File: config.mk
export PLATFORM = sky130hd
export DESIGN_NAME = ppc_pin_control
export DESIGN_NICKNAME = d
export VERILOG_FILES = /design/src/verilog/ppc_pkg.sv /design/src/verilog/ppc_stage_if.sv /design/src/verilog/ppc_pin_control.sv /design/src/verilog/ppc_pin_mux.sv
export SDC_FILE = /design/constraint.sdc
export NUM_CORES = 1
export LEC_CHECK = 0
export ABC_AREA = 0
export ABC_CLOCK_PERIOD_IN_PS = 1990
export BUFFER_PORTS_ARGS = -buffer_cell sky130_fd_sc_hd__buf_4
export CAP_MARGIN = 20
export CORE_MARGIN = 1.5
export CORE_UTILIZATION = 45
export CTS_BUF_LIST = sky130_fd_sc_hd__clkbuf_4 sky130_fd_sc_hd__clkbuf_8
export DETAILED_ROUTE_END_ITERATION = 10
export PLACE_DENSITY = 0.76
export SYNTH_ARGS = -nofsm -noshare
export SYNTH_HDL_FRONTEND = slang
export SYNTH_HIERARCHICAL = 1
export SYNTH_SLANG_ARGS = --single-unit
File: constraint.sdc
create_clock -name i_sys_clk -period 1.99 [get_ports i_sys_clk]
set_input_delay 0.199 -clock i_sys_clk [delete_from_list [all_inputs] [get_ports i_sys_clk]]
set_output_delay 0.199 -clock i_sys_clk [all_outputs]
set_load 0.005 [all_outputs]
File: src/verilog/ppc_pkg.sv
// Package with register map, field positions and reset values of the PWM pin output stage.
package ppc_pkg;
    localparam int unsigned APB_AW = 12;
    localparam logic [APB_AW-1:0] OFS_PIN_CTRL = 12'h000;
    localparam logic [APB_AW-1:0] OFS_AUX_CTRL = 12'h004;
    localparam logic [APB_AW-1:0] OFS_STATUS = 12'h008;
    localparam logic [15:0] PIN_CTRL_RESET = 16'hc000;
    localparam logic [1:0] AUX_CTRL_RESET = 2'h0;
    // Fields of pwm_pin_output_control.
    localparam int unsigned B_HIGH_OWN = 15;
    localparam int unsigned B_LOW_OWN = 14;
    localparam int unsigned B_HIGH_POL = 13;
    localparam int unsigned B_LOW_POL = 12;
    localparam int unsigned B_MODE_HI = 11;
    localparam int unsigned B_MODE_LO = 10;
    localparam int unsigned B_HIGH_OVR_EN = 9;
    localparam int unsigned B_LOW_OVR_EN = 8;
    localparam int unsigned B_OVR_DATA_HI = 7;
    localparam int unsigned B_OVR_DATA_LO = 6;
    localparam int unsigned B_FAULT_DATA_HI = 5;
    localparam int unsigned B_FAULT_DATA_LO = 4;
    localparam int unsigned B_CLIM_DATA_HI = 3;
    localparam int unsigned B_CLIM_DATA_LO = 2;
    localparam int unsigned B_SWAP = 1;
    localparam int unsigned B_OVR_SYNC = 0;
    // Fields of the auxiliary control register.
    localparam int unsigned B_INDEP_FAULT = 0;
    localparam int unsigned B_MODULE_DISABLE = 1;
    // Fields of the status register.
    localparam int unsigned B_ST_HIGH_PIN = 0;
    localparam int unsigned B_ST_LOW_PIN = 1;
    localparam int unsigned B_ST_FAULT = 2;
    localparam int unsigned B_ST_CLIM = 3;
    localparam int unsigned B_ST_ACTIVE = 4;
    localparam int unsigned ST_W = 5;
    // Delay from a module-disable write to the change of state, in clock cycles.
    localparam int unsigned DISABLE_DELAY_CYC = 1;

    typedef enum logic [1:0] {
        PPC_MODE_COMPL = 2'b00,
        PPC_MODE_REDUND = 2'b01,
        PPC_MODE_PUSHPULL = 2'b10,
        PPC_MODE_INDEP = 2'b11
    } ppc_mode_e;
endpackage

File: src/verilog/ppc_stage_if.sv
// Interface carrying pin-stage settings and results between the control and the pin mux.
`timescale 1ns/1ps
interface ppc_stage_if;
    import ppc_pkg::*;
    logic [15:0] cfg;
    logic ovr_en_h;
    logic ovr_en_l;
    logic ovr_dat_h;
    logic ovr_dat_l;
    logic indep_fault;
    logic pwm_h;
    logic pwm_l;
    logic fault;
    logic clim;
    logic gpio_h;
    logic gpio_l;
    logic pin_h;
    logic pin_l;
    modport ctrl (output cfg, ovr_en_h, ovr_en_l, ovr_dat_h, ovr_dat_l, indep_fault, pwm_h,
        pwm_l, fault, clim, gpio_h, gpio_l, input pin_h, pin_l);
    modport mux (input cfg, ovr_en_h, ovr_en_l, ovr_dat_h, ovr_dat_l, indep_fault, pwm_h,
        pwm_l, fault, clim, gpio_h, gpio_l, output pin_h, pin_l);
endinterface
File: src/verilog/ppc_pin_control.sv
// Top of the PWM pin output stage with its APB register slave.
//
// The APB register port and the placing of the registers are this design's own decisions.
`timescale 1ns/1ps
// Behaviour
// - High ownership bit set: PWM drives high pin; clear: GPIO drives it.
// - Low ownership bit set: PWM drives low pin; clear: GPIO drives it.
// - High polarity bit set makes the high pin active-low.
// - Low polarity bit set makes the low pin active-low.
// - Pair mode: 11 independent, 10 push-pull, 01 redundant, 00 complementary.
// - High override enable puts upper override data on the high pin.
// - Low override enable puts lower override data on the low pin.
// - Override data: upper bit for high pin, lower bit for low pin.
// - Normal fault mode: fault forces both pins to the fault data bits.
// - Independent mode: current limit forces high pin, fault forces low pin.
// - Forced states are active levels, translated through each pin's polarity.
// - Module disable freezes the block, ignores writes, reads return zero, except for the auxiliary control register.
// - Disable and re-enable take effect one cycle after the write.
// - Reset leaves module disable clear; block runs only when present and enabled.
module ppc_pin_control #(
    parameter bit PRESENT = 1'b1
) (
    input wire logic i_sys_clk,
    input wire logic i_rstn,
    input wire logic i_psel,
    input wire logic i_penable,
    input wire logic i_pwrite,
    input wire logic [ppc_pkg::APB_AW-1:0] i_paddr,
    input wire logic [31:0] i_pwdata,
    output logic [31:0] o_prdata,
    output logic o_pready,
    output logic o_pslverr,
    input wire logic i_pwm_high,
    input wire logic i_pwm_low,
    input wire logic i_cycle_start,
    input wire logic i_fault_active,
    input wire logic i_climit_active,
    input wire logic i_gpio_high,
    input wire logic i_gpio_low,
    output logic o_high_side_output,
    output logic o_low_side_output,
    output logic o_module_active
);
    import ppc_pkg::*;

    logic [15:0] pin_ctrl_reg;
    logic [1:0] aux_ctrl_reg;
    logic active_reg;
    logic [3:0] ovr_reg;
    logic [3:0] ovr_next;
    logic pin_h_reg;
    logic pin_l_reg;
    logic pready_reg;
    logic pslverr_reg;
    logic [31:0] prdata_reg;
    logic [31:0] rdata_next;

    ppc_stage_if st ();

    // APB decode: one wait state, so every access completes in its second access cycle.
    wire access = i_psel & i_penable;
    wire done = access & pready_reg;
    wire hit_pin = i_paddr == OFS_PIN_CTRL;
    wire hit_aux = i_paddr == OFS_AUX_CTRL;
    wire hit_st = i_paddr == OFS_STATUS;
    wire mapped = hit_pin | hit_aux | hit_st;
    wire wr_pin = done & i_pwrite & hit_pin & active_reg;
    wire wr_aux = done & i_pwrite & hit_aux;
    wire [ST_W-1:0] status = {active_reg, i_climit_active, i_fault_active, pin_l_reg, pin_h_reg};

    always_comb begin
        rdata_next = 32'h0;
        if (hit_aux) begin
            rdata_next = {30'h0, aux_ctrl_reg};
        end else if (hit_pin & active_reg) begin
            rdata_next = {16'h0, pin_ctrl_reg};
        end else if (hit_st & active_reg) begin
            rdata_next = {27'h0, status};
        end
    end

    always_ff @(posedge i_sys_clk) begin
        if (!i_rstn) begin
            pready_reg <= 1'b0;
            pslverr_reg <= 1'b0;
            prdata_reg <= 32'h0;
        end else begin
            pready_reg <= access & ~pready_reg;
            pslverr_reg <= access & ~pready_reg & ~mapped;
            prdata_reg <= (access & ~pready_reg & ~i_pwrite) ? rdata_next : 32'h0;
        end
    end

    always_ff @(posedge i_sys_clk) begin
        if (!i_rstn) begin
            pin_ctrl_reg <= PIN_CTRL_RESET;
        end else if (wr_pin) begin
            pin_ctrl_reg <= i_pwdata[15:0];
        end
    end

    always_ff @(posedge i_sys_clk) begin
        if (!i_rstn) begin
            aux_ctrl_reg <= AUX_CTRL_RESET;
        end else if (wr_aux) begin
            aux_ctrl_reg <= i_pwdata[1:0];
        end
    end

    // The disable bit acts through this flop, so the change lands one cycle after the write.
    always_ff @(posedge i_sys_clk) begin
        if (!i_rstn) begin
            active_reg <= 1'b0;
        end else begin
            active_reg <= PRESENT & ~aux_ctrl_reg[B_MODULE_DISABLE];
        end
    end

    // With override sync set, override changes wait for the next cycle start to avoid runts.
    wire [3:0] ovr_cfg = {pin_ctrl_reg[B_HIGH_OVR_EN], pin_ctrl_reg[B_LOW_OVR_EN],
        pin_ctrl_reg[B_OVR_DATA_HI], pin_ctrl_reg[B_OVR_DATA_LO]};
    assign ovr_next = (~pin_ctrl_reg[B_OVR_SYNC] | i_cycle_start) ? ovr_cfg : ovr_reg;

    always_ff @(posedge i_sys_clk) begin
        if (!i_rstn) begin
            ovr_reg <= 4'h0;
        end else if (active_reg) begin
            ovr_reg <= ovr_next;
        end
    end

    assign st.cfg = pin_ctrl_reg;
    assign st.ovr_en_h = ovr_reg[3];
    assign st.ovr_en_l = ovr_reg[2];
    assign st.ovr_dat_h = ovr_reg[1];
    assign st.ovr_dat_l = ovr_reg[0];
    assign st.indep_fault = aux_ctrl_reg[B_INDEP_FAULT];
    assign st.pwm_h = i_pwm_high;
    assign st.pwm_l = i_pwm_low;
    assign st.fault = i_fault_active;
    assign st.clim = i_climit_active;
    assign st.gpio_h = i_gpio_high;
    assign st.gpio_l = i_gpio_low;

    ppc_pin_mux u_mux (
        .st(st)
    );

    // A disabled module stops updating its pin flops, so its pins hold their last level.
    always_ff @(posedge i_sys_clk) begin
        if (!i_rstn) begin
            pin_h_reg <= 1'b0;
            pin_l_reg <= 1'b0;
        end else if (active_reg) begin
            pin_h_reg <= st.pin_h;
            pin_l_reg <= st.pin_l;
        end
    end

    assign o_prdata = prdata_reg;
    assign o_pready = pready_reg;
    assign o_pslverr = pslverr_reg;
    assign o_high_side_output = pin_h_reg;
    assign o_low_side_output = pin_l_reg;
    assign o_module_active = active_reg;
endmodule

File: src/verilog/ppc_pin_mux.sv
// Combinational pin-pair mode, override, fault forcing, polarity and ownership selection.
`timescale 1ns/1ps
module ppc_pin_mux (
    ppc_stage_if.mux st
);
    import ppc_pkg::*;

    // Active level to pin level: an active-low pin inverts.
    function automatic logic to_pin(input logic active, input logic pol_low);
        to_pin = active ^ pol_low;
    endfunction

    wire [1:0] mode = st.cfg[B_MODE_HI:B_MODE_LO];
    logic pair_h;
    logic pair_l;

    always_comb begin
        unique case (ppc_mode_e'(mode))
            PPC_MODE_COMPL: begin
                pair_h = st.pwm_h;
                pair_l = ~st.pwm_h;
            end
            PPC_MODE_REDUND: begin
                pair_h = st.pwm_h;
                pair_l = st.pwm_h;
            end
            // Push-pull relies on the generator alternating its two waveforms per period.
            PPC_MODE_PUSHPULL: begin
                pair_h = st.pwm_h;
                pair_l = st.pwm_l;
            end
            PPC_MODE_INDEP: begin
                pair_h = st.pwm_h;
                pair_l = st.pwm_l;
            end
        endcase
    end

    wire swap = st.cfg[B_SWAP];
    wire gen_h = swap ? pair_l : pair_h;
    wire gen_l = swap ? pair_h : pair_l;
    wire ovr_h = st.ovr_en_h ? st.ovr_dat_h : gen_h;
    wire ovr_l = st.ovr_en_l ? st.ovr_dat_l : gen_l;

    // Fault outranks current limit; in independent mode each event owns one pin.
    wire force_h_flt = ~st.indep_fault & st.fault;
    wire force_h_clim = st.indep_fault ? st.clim : (st.clim & ~st.fault);
    wire force_l_flt = st.fault;
    wire force_l_clim = ~st.indep_fault & st.clim & ~st.fault;
    wire act_h = force_h_flt ? st.cfg[B_FAULT_DATA_HI] :
        force_h_clim ? (st.indep_fault ? st.cfg[B_FAULT_DATA_HI] : st.cfg[B_CLIM_DATA_HI]) :
        ovr_h;
    wire act_l = force_l_flt ? st.cfg[B_FAULT_DATA_LO] :
        force_l_clim ? st.cfg[B_CLIM_DATA_LO] : ovr_l;

    wire lvl_h = to_pin(act_h, st.cfg[B_HIGH_POL]);
    wire lvl_l = to_pin(act_l, st.cfg[B_LOW_POL]);

    assign st.pin_h = st.cfg[B_HIGH_OWN] ? lvl_h : st.gpio_h;
    assign st.pin_l = st.cfg[B_LOW_OWN] ? lvl_l : st.gpio_l;
endmodule

# Word level (Yosys, flattened, before mapping)
# Index checks and enable logic that the tools add are counted.
[classes]
add_sub_neg = 0
mul = 0
div = 0
order_cmp = 0
n_eq_ne = 5
shifts = 0
n_mux = 17
bitwise_logic = 30
n_reduce_logical = 8
[op_table]
columns = ["op", "count"]
rows = [
  ["two-way mux 16 bit", 1],
  ["bitwise AND 1 bit", 15],
  ["two-way mux 1 bit", 13],
  ["equality test 12 x 3 -> 1 bit, second input constant", 1],
  ["equality test 12 x 4 -> 1 bit, second input constant", 1],
  ["logical NOT 12 bit", 1],
  ["inverter 1 bit", 10],
  ["OR reduction 4 bit", 2],
  ["two-way mux 5 bit", 1],
  ["equality test 2 bit, second input constant", 2],
  ["AND reduction 2 bit", 2],
  ["OR 1 bit", 3],
  ["case mux 1 bit (3 select lines)", 1],
  ["OR reduction 3 bit", 1],
  ["equality test 2 x 1 -> 1 bit, second input constant", 1],
  ["logical NOT 2 bit", 1],
  ["two-way mux 2 bit", 1],
  ["OR reduction 2 bit", 1],
  ["XOR 1 bit", 2],
]
[word_totals]
register_bits = 59
latch_bits = 0
ramBits = 0
romBits = 0
input_bits = 56
out_inout_bits = 37
mem_count = 0

# Depth between registers and ports, before layout
# Gate-level depths: netlist of the first run.
[logic_depth]
depth_word = 9
mapped_depth = 6
mapped_depth_nobuf = 6

# Modules after synthesis
# Netlist of the first run, hierarchy kept.
[modules_own_cells]
columns = ["mod", "instances", "cells_each", "area_per_inst_um2", "seq_area_each_um2"]
rows = [
  ["ppc_pin_control", 1, 180, 1769.2, 860.8],
  ["ppc_pin_mux", 1, 40, 260.2, 0.0],
]

# Worst setup path after synthesis of the first run
# Ideal clock, no wire load.
[synth_path]
path_type = "register to register"
startpoint = "register active_reg, in the netlist o_module_active"
endpoint = "register pin_ctrl_reg[10]"
setup_time_ns = 0.072
arrival_ns = 1.495
setup_slack_ns = 0.424
stages_incl_launch_ff = 5
period_less_slack_ns = 1.566
path_cell_list = "dfxtp_1 nand2b_1 nor4_4 buf_6 mux2i_1"
[synth_between]
elab_chain_len = 1
[synth_lines]
columns = ["element", "line", "text"]
rows = [
  ["start: declaration", "ppc_pin_control.sv:48", "logic active_reg;"],
  ["start signal: assignment", "ppc_pin_control.sv:115", "active_reg <= PRESENT & ~aux_ctrl_reg[B_MODULE_DISABLE];"],
  ["bitwise AND 1 bit", "ppc_pin_control.sv:67", "wire wr_pin = done & i_pwrite & hit_pin & active_reg;"],
  ["end signal: assignment", "ppc_pin_control.sv:98", "pin_ctrl_reg <= i_pwdata[15:0];"],
  ["end: declaration", "ppc_pin_control.sv:46", "logic [15:0] pin_ctrl_reg;"],
]
# Every way passes these cells.
# A chain may end at the register's enable or synchronous reset.

# Worst setup path after layout of the first run
[layout_path]
startpoint = "register aux_ctrl_reg[0]"
endpoint = "register pin_l_reg, in the netlist o_low_side_output"
[layout_between]
elab_chain_len = 7
[layout_lines]
columns = ["element", "line", "text"]
rows = [
  ["start: declaration", "ppc_pin_control.sv:47", "logic [1:0] aux_ctrl_reg;"],
  ["start signal: assignment", "ppc_pin_control.sv:106", "aux_ctrl_reg <= i_pwdata[1:0];"],
  ["inverter 1 bit", "ppc_pin_mux.sv:49", "wire force_l_clim = ~st.indep_fault & st.clim & ~st.fault;"],
  ["bitwise AND 1 bit (2 in a row)", "ppc_pin_mux.sv:49", ""],
  ["two-way mux 1 bit", "ppc_pin_mux.sv:54", "force_l_clim ? st.cfg[B_CLIM_DATA_LO] : ovr_l;"],
  ["two-way mux 1 bit", "ppc_pin_mux.sv:53", "wire act_l = force_l_flt ? st.cfg[B_FAULT_DATA_LO] :"],
  ["XOR 1 bit", "ppc_pin_mux.sv:10", "to_pin = active ^ pol_low;"],
  ["two-way mux 1 bit", "ppc_pin_mux.sv:60", "assign st.pin_l = st.cfg[B_LOW_OWN] ? lvl_l : st.gpio_l;"],
  ["via st.pin_l", "ppc_stage_if.sv:18", "logic pin_l;"],
  ["end signal: assignment", "ppc_pin_control.sv:156", "pin_l_reg <= st.pin_l;"],
  ["end: declaration", "ppc_pin_control.sv:52", "logic pin_l_reg;"],
]
# The timed path passes the listed nets, and every way through them passes these cells.

==> results.py, run 1 <==
metrics = {
    "timing": {
        "setup_viol": 0,
        "final_max_slew_viol_count": 0,
        "skew_ns": 0.00402,
        "fin_crit_sh": 0.804,
        "max_freq_mhz": 625,
        "period_needed_ns": 1.60,
        "tns_ns": 0,
        "finalHoldViolCount": 0,
        "grt_setup_unrepaired": "false",
    },
    "final_layout": {
        "layout.nets": 337,
        "multi_input_area_mm2": 0.00104,
        "drive_gt1_frac": 0.268,
        "area_growth_pct": 25.3,
        "fill_cells": 417,
        "stdcell_count": 332,
        "fin_area_mm2": 0.00254,
        "seq_area_um2": 861,
        "n_antenna_cell": 0,
    },
    "die": {
        "dieHeight_um": 70.2,
        "die_area_mm2": 0.00492,
        "dieWidth_um": 70.2,
        "io_pins": 93,
        "initial_core_util": 0.466,
        "core_mm2": 0.00435,
        "num_rows": 24,
    },
    "worst_hold_path": {
        "hold_depth": 3,
        "whs_endpoint": "pin_ctrl_reg[9]",
        "min_from": "i_pwdata[9]",
        "hold_path_class": "primary input to flip-flop",
    },
    "clocking": {
        "cts_root_buf": "clkbuf_8",
        "holdBufCountCts": 0,
        "numCtsBuffers": 5,
        "clockBufferDepth": 2,
        "clkSinkCount": 43,
        "clkTransAtPathRegs_ns": 0.07,
        "cts_tree": "yes",
        "cts_resized": 0,
        "cts_max_level": 2,
        "cts_setup_buffers": 0,
        "clock_latency_ns": 0.29,
    },
    "routing": {
        "postRouteAntennaNets": 0,
        "first_iter_violations": 70,
        "drc": 0,
        "totalWireLength_um": 3950,
        "viasPerCell": 4.90,
        "via_count": 1627,
        "firstDrtPassIters": 4,
        "wire_per_inst_um": 11.9,
    },
    "outcome": {
        "status": "finished, final reports clean",
    },
    "global_routing": {
        "grt_pass1_wl_um": 6690,
        "grt_max_degree": 42,
        "antenna_found_initial": 0,
        "track_usage": 0.168,
        "grt_pass1_vias": 1505,
        "overflow": 0,
    },
    "power_and_ir_drop": {
        "leakagePower_nw": 1.10,
        "power_frac_seq": 0.567,
        "comb_power_share": 0.099,
        "switchingPower_uw": 336,
        "power.share.clock": 0.333,
        "power_density_mw_per_mm2": 602,
        "p_sw_frac": 0.219,
        "max-vdd-ir-drop_uv": 315,
        "p_int_mw": 1.20,
    },
    "logic_synthesis": {
        "yosys.area.top_type": "dfxtp_1",
        "synthDistinctLibCells": 37,
        "synthCells": 220,
        "synth_top_area_frac": 0.424,
        "ys_seq_area_frac": 0.424,
        "ys_ff_latch": 43,
        "synth_warnings": 6,
        "syn_area_mm2": 0.00203,
        "syn-mean-instance-area_um2": 9.22,
        "synth_area_leaders": "dfxtp_1, mux2i_1, buf_4",
    },
    "placed_design": {
        "dp.cells": 326,
        "port_buffers": 60,
        "place.gp.congestion": 0.738,
        "place_area_mm2": 0.00247,
        "hpwl_um": 3020,
    },
    "setup_path": {
        "critPathKind": "flip-flop to flip-flop",
        "reg2regPathDepth": 6,
        "arrival_ns": 1.83,
        "cp_cell_sequence": "or2b_2, a2111oi_1, o31ai_1, nand3_1, mux2i_1, nor2b_1",
        "start_kind": "flip-flop",
        "r2r-end": "o_low_side_output",
        "crit_slowest_cell": "dfxtp_1",
        "crit_path_end_kind": "flip-flop",
        "reg2reg_from": "aux_ctrl_reg[0]",
        "r2r_slack_ns": 0.39,
        "startpoint": "aux_ctrl_reg[0]",
        "cp_max_fo": 8,
        "max_stage_delay_ns": 0.39,
        "worst_ep_required_time_ns": 2.22,
    },
    "run": {
        "maxCapViolations": 0,
    },
}
==> cell usage in the layout, fill, tap and decap left out, types with 2 or more instances in the layout <==
master    Yosys  layout
buf_4        16      63
dfxtp_1      43      43
nor2b_1      14      14
conb_1        1      16
nand2b_1      5       5
nand4_1       3       3
nor2_1       11      11
nor4_4        3       3
mux2i_1      29      29
nand2_1      32      32
nor3b_1       3       3
clkbuf_8      0       5
inv_1         8       8
a211o_1       3       3
a21oi_1       6       6
nand3_1       2       2
o22ai_1       2       2
and2_1       13      13
==> power groups by stage <==
stage | registers [mW] | logic (mW) | clock network [mW]
finish | 0.869 | 0.152 | 0.510
global route | 0.869 | 0.167 | 0.560
CTS | 0.869 | 0.153 | 0.528
detailed placement | 0.889 | 0.152 | 0
global placement | 0.889 | 0.151 | 0
floorplan | 0.888 | 0.0908 | 0
==> worst max-delay path by stage <==
| stage | cells past startpoint | slack (ns) | end |
|---|---|---|---|
| after detailed placement | 6 | 0.40 | pin_ctrl_reg[14] |
| after global routing | 6 | 0.30 | o_low_side_output |
| after floorplan | 4 | 0.42 | pin_ctrl_reg[10] |
| final | 6 | 0.39 | o_low_side_output |
| after CTS | 6 | 0.39 | o_low_side_output |
| after global placement | 6 | 0.45 | pin_ctrl_reg[9] |
==> synth_stat cells, drive strengths merged <==
| cell type | instances |
|---|---|
| a222oi | 1 |
| a21oi | 6 |
| inv | 8 |
| and4 | 1 |
| o221ai | 1 |
| nand2b | 5 |
| o21ai | 2 |
| nor4 | 3 |
| a31oi | 1 |
| and2 | 13 |
| a21boi | 1 |
| nor2 | 11 |
| nand4b | 1 |
| or3 | 1 |
| a211o | 3 |
| o31ai | 1 |
| o22ai | 2 |
| a2111oi | 1 |
| nor3 | 1 |
| nand4 | 3 |
| or2b | 1 |
| nor3b | 3 |
| or4b | 1 |
| nand2 | 32 |
| conb | 1 |
| mux2i | 29 |
| or3b | 1 |
| dfxtp | 43 |
| buf | 17 |
| clkbuf | 7 |
| and3 | 1 |
| nand3b | 1 |
| nor2b | 14 |
| nand3 | 3 |
==> cells by family (layout without fill, tap and decap cells) <==
logic type	after synthesis	count (layout)	share of synthesized area
AOI/OAI and AO/OA	19	19	0.0635
DFF	43	43	0.424
other	1	16	0.00185
buffers and inverters	32	77	0.0925
muxes	29	29	0.143
and+or+nand+nor	96	96	0.275
==> cell type report <==
cell class | instances | share of cell area
multi-input combinational | 160 | 0.408
timing repair buffer | 63 | 0.186
clock buffer | 6 | 0.0300
sequential | 43 | 0.339
inverter | 8 | 0.0118
tap | 52 | 0.0256
==> critical path, delay by kind of cell (launching register included) <==
kind               cells  cell delay (ns)
DFF                    1             0.39
muxes                  1             0.07
AOI/OAI and AO/OA      2             0.51
and+or+nand+nor        3             0.57
==> per-stage QoR <==
step / util / hold WS (ns) / power (mW) / worst slack, ns
floorplan: - / 0.341 / 0.979 / 0.424
global placement: 0.566 / 0.433 / 1.04 / 0.450
detailed placement: 0.566 / 0.439 / 1.04 / 0.403
CTS: 0.584 / 0.150 / 1.55 / 0.393
global route: 0.584 / 0.153 / 1.60 / 0.296
finish: 0.584 / 0.158 / 1.53 / 0.391
==> per-layer routing <==
| metal | GRT usage | up-vias | routed length [µm] |
|---|---|---|---|
| li1 | - | 829 | - |
| met1 | 0.195 | 733 | 1700 |
| met2 | 0.297 | 59 | 1910 |
| met3 | 0.0404 | 6 | 270 |
| met4 | 0.0684 | 0 | 70 |
| met5 | 0 | - | 0 |
Note: power is estimated with default switching activity, not from simulation.
==> inputs of run 2 (changes only) <==
--- a/config.mk
+++ b/config.mk
@@ -6,14 +6,14 @@
 export NUM_CORES = 1
 export LEC_CHECK = 0
 export ABC_AREA = 0
-export ABC_CLOCK_PERIOD_IN_PS = 1990
+export ABC_CLOCK_PERIOD_IN_PS = 1400
 export BUFFER_PORTS_ARGS = -buffer_cell sky130_fd_sc_hd__buf_4
 export CAP_MARGIN = 20
 export CORE_MARGIN = 1.5
-export CORE_UTILIZATION = 45
+export CORE_UTILIZATION = 44
 export CTS_BUF_LIST = sky130_fd_sc_hd__clkbuf_4 sky130_fd_sc_hd__clkbuf_8
 export DETAILED_ROUTE_END_ITERATION = 10
-export PLACE_DENSITY = 0.76
+export PLACE_DENSITY = 0.78
 export SYNTH_ARGS = -nofsm -noshare
 export SYNTH_HDL_FRONTEND = slang
 export SYNTH_HIERARCHICAL = 1
==> constraint.sdc (replaced) <==
create_clock -name i_sys_clk -period 1.4 [get_ports i_sys_clk]
set_input_delay 0.14 -clock i_sys_clk [delete_from_list [all_inputs] [get_ports i_sys_clk]]
set_output_delay 0.14 -clock i_sys_clk [all_outputs]
set_load 0.005 [all_outputs]
==> results.py, run 2 (synthesis gave the netlist of run 1 again) <==
metrics = {
    "power_and_ir_drop": {
        "power_density_mw_per_mm2": 895,
        "leakagePower_nw": 1.17,
        "comb_power_share": 0.098,
        "power.share.clock": 0.385,
        "p_int_mw": 1.90,
        "finalPower_mw": 2.38,
        "power_frac_seq": 0.517,
        "switchingPower_uw": 486,
        "p_sw_frac": 0.204,
        "max-vdd-ir-drop_uv": 441,
    },
    "routing": {
        "postRouteAntennaNets": 0,
        "totalWireLength_um": 4240,
        "wire_per_inst_um": 12.4,
        "firstDrtPassIters": 4,
        "first_iter_violations": 91,
        "viasPerCell": 4.92,
        "via_count": 1677,
        "drc": 0,
    },
    "final_layout": {
        "seq_area_um2": 866,
        "n_antenna_cell": 0,
        "final_cell_mix": "buf_4, dfxtp_1, nand2_1",
        "area_growth_pct": 31.3,
        "drive_gt1_frac": 0.315,
        "fill_cells": 390,
        "layout_commonest_cell": "buf_4",
        "layout.nets": 345,
        "fin_area_mm2": 0.00266,
        "multi_input_area_mm2": 0.00106,
    },
    "timing": {
        "slew_headroom": 0.643,
        "finalWorstSetupSlack_ns": -0.133,
        "worst_pin_slew_ns": 0.531,
        "final_max_slew_viol_count": 0,
        "whs_ns": 0.108,
        "grt_setup_unrepaired": "true",
        "max_freq_mhz": 652,
        "finalHoldViolCount": 0,
        "setup_viol": 2,
        "skew_ns": 0.00356,
        "period_needed_ns": 1.53,
        "fin_crit_sh": 1.10,
    },
    "clocking": {
        "numCtsBuffers": 5,
        "holdBufCountCts": 0,
        "cts_root_buf": "clkbuf_8",
        "clock_latency_ns": 0.28,
        "clockBufferDepth": 2,
        "cts_tree": "yes",
        "cts_max_level": 2,
        "clkTransAtPathRegs_ns": 0.08,
        "clkSinkCount": 43,
        "cts_setup_buffers": 0,
    },
    "placed_design": {
        "place_ws_ns": -0.106,
        "hpwl_um": 3330,
        "port_buffers": 60,
        "place.gp.congestion": 0.838,
        "place_area_mm2": 0.00254,
    },
    "outcome": {
        "failed_checks": "setup timing",
        "status": "complete, but fails checks",
    },
    "global_routing": {
        "track_usage": 0.171,
        "grt_pass1_wl_um": 6910,
        "antenna_found_initial": 0,
        "grt_max_degree": 42,
        "grt_pass1_vias": 1529,
        "overflow": 0,
    },
    "die": {
        "num_rows": 24,
        "initial_core_util": 0.463,
        "dieWidth_um": 70.9,
        "io_pins": 93,
        "core_mm2": 0.00438,
        "dieHeight_um": 70.9,
        "die_area_mm2": 0.00503,
    },
    "worst_hold_path": {
        "min_from": "i_pwdata[12]",
        "hold_path_class": "primary input to flip-flop",
        "hold_depth": 3,
    },
    "setup_path": {
        "cp_max_fo": 5,
        "reg2regPathDepth": 7,
        "start_kind": "flip-flop",
        "reg2reg_from": "aux_ctrl_reg[0]",
        "arrival_ns": 1.71,
        "critPathKind": "flip-flop to flip-flop",
        "worst_ep_required_time_ns": 1.58,
        "startpoint": "aux_ctrl_reg[0]",
        "crit_path_end_kind": "flip-flop",
    },
    "run": {
        "maxCapViolations": 0,
    },
}
==> run 2: layout make-up <==
class / instances / area share
Timing Repair Buffer: 71 / 0.203
Clock inverter: 1 / 0.0113
Clock buffer: 6 / 0.0287
Tap cell: 52 / 0.0244
Inverter: 8 / 0.0113
Sequential cell: 43 / 0.325
Multi-Input combinational cell: 160 / 0.396
==> run 2: worst paths after layout <==
| kind | end | slack (ns) |
|---|---|---|
| max | o_high_side_output | -0.13 |
| min | pin_ctrl_reg[12] | 0.11 |
| max reg2reg | o_high_side_output | -0.13 |
| min reg2reg | o_module_active | 0.47 |
==> run 2: layer usage <==
layer	routed length, µm	vias up	track usage	part of all wire
met2	2170	55	0.299	0.51
met3	258	2	0.0313	0.061
met4	21	0	0.0419	0.0050
met1	1780	777	0.218	0.42
li1	-	843	-	-
met5	0	-	0	0
==> run 2: timing repair <==
item,4_1_cts,5_1_grt
endpoints found under the setup margin,4,14
gates cloned,0,0
pin swaps,0,2
resized for setup,4,4
==> run 2: critical path, stage by stage, from the launching register on <==
cell and delay (ns):
dfxtp_2 0.35, buf_4 0.14, nor3b_1 0.26, nor3_1 0.11
a222oi_1 0.25, nand3b_1 0.12, mux2i_1 0.14, nor2b_1 0.06
==> run 2: metrics by stage <==
step / util / cells / setup TNS [ns]
6_report: 0.608 / 341 / -0.189
5_1_grt: 0.608 / 341 / -0.298
4_1_cts: 0.605 / 341 / -0.148
3_5_place_dp: 0.578 / 334 / -0.570
3_3_place_gp: 0.578 / 334 / -0.200
2_1_floorplan: - / 235 / -0.819
==> run 2: power groups by stage <==
stage	logic, mW	registers, mW	clock network (mW)
floorplan	0.131	1.26	0
global placement	0.225	1.26	0
detailed placement	0.230	1.26	0
CTS	0.233	1.23	0.935
global route	0.254	1.23	0.989
finish	0.233	1.23	0.918
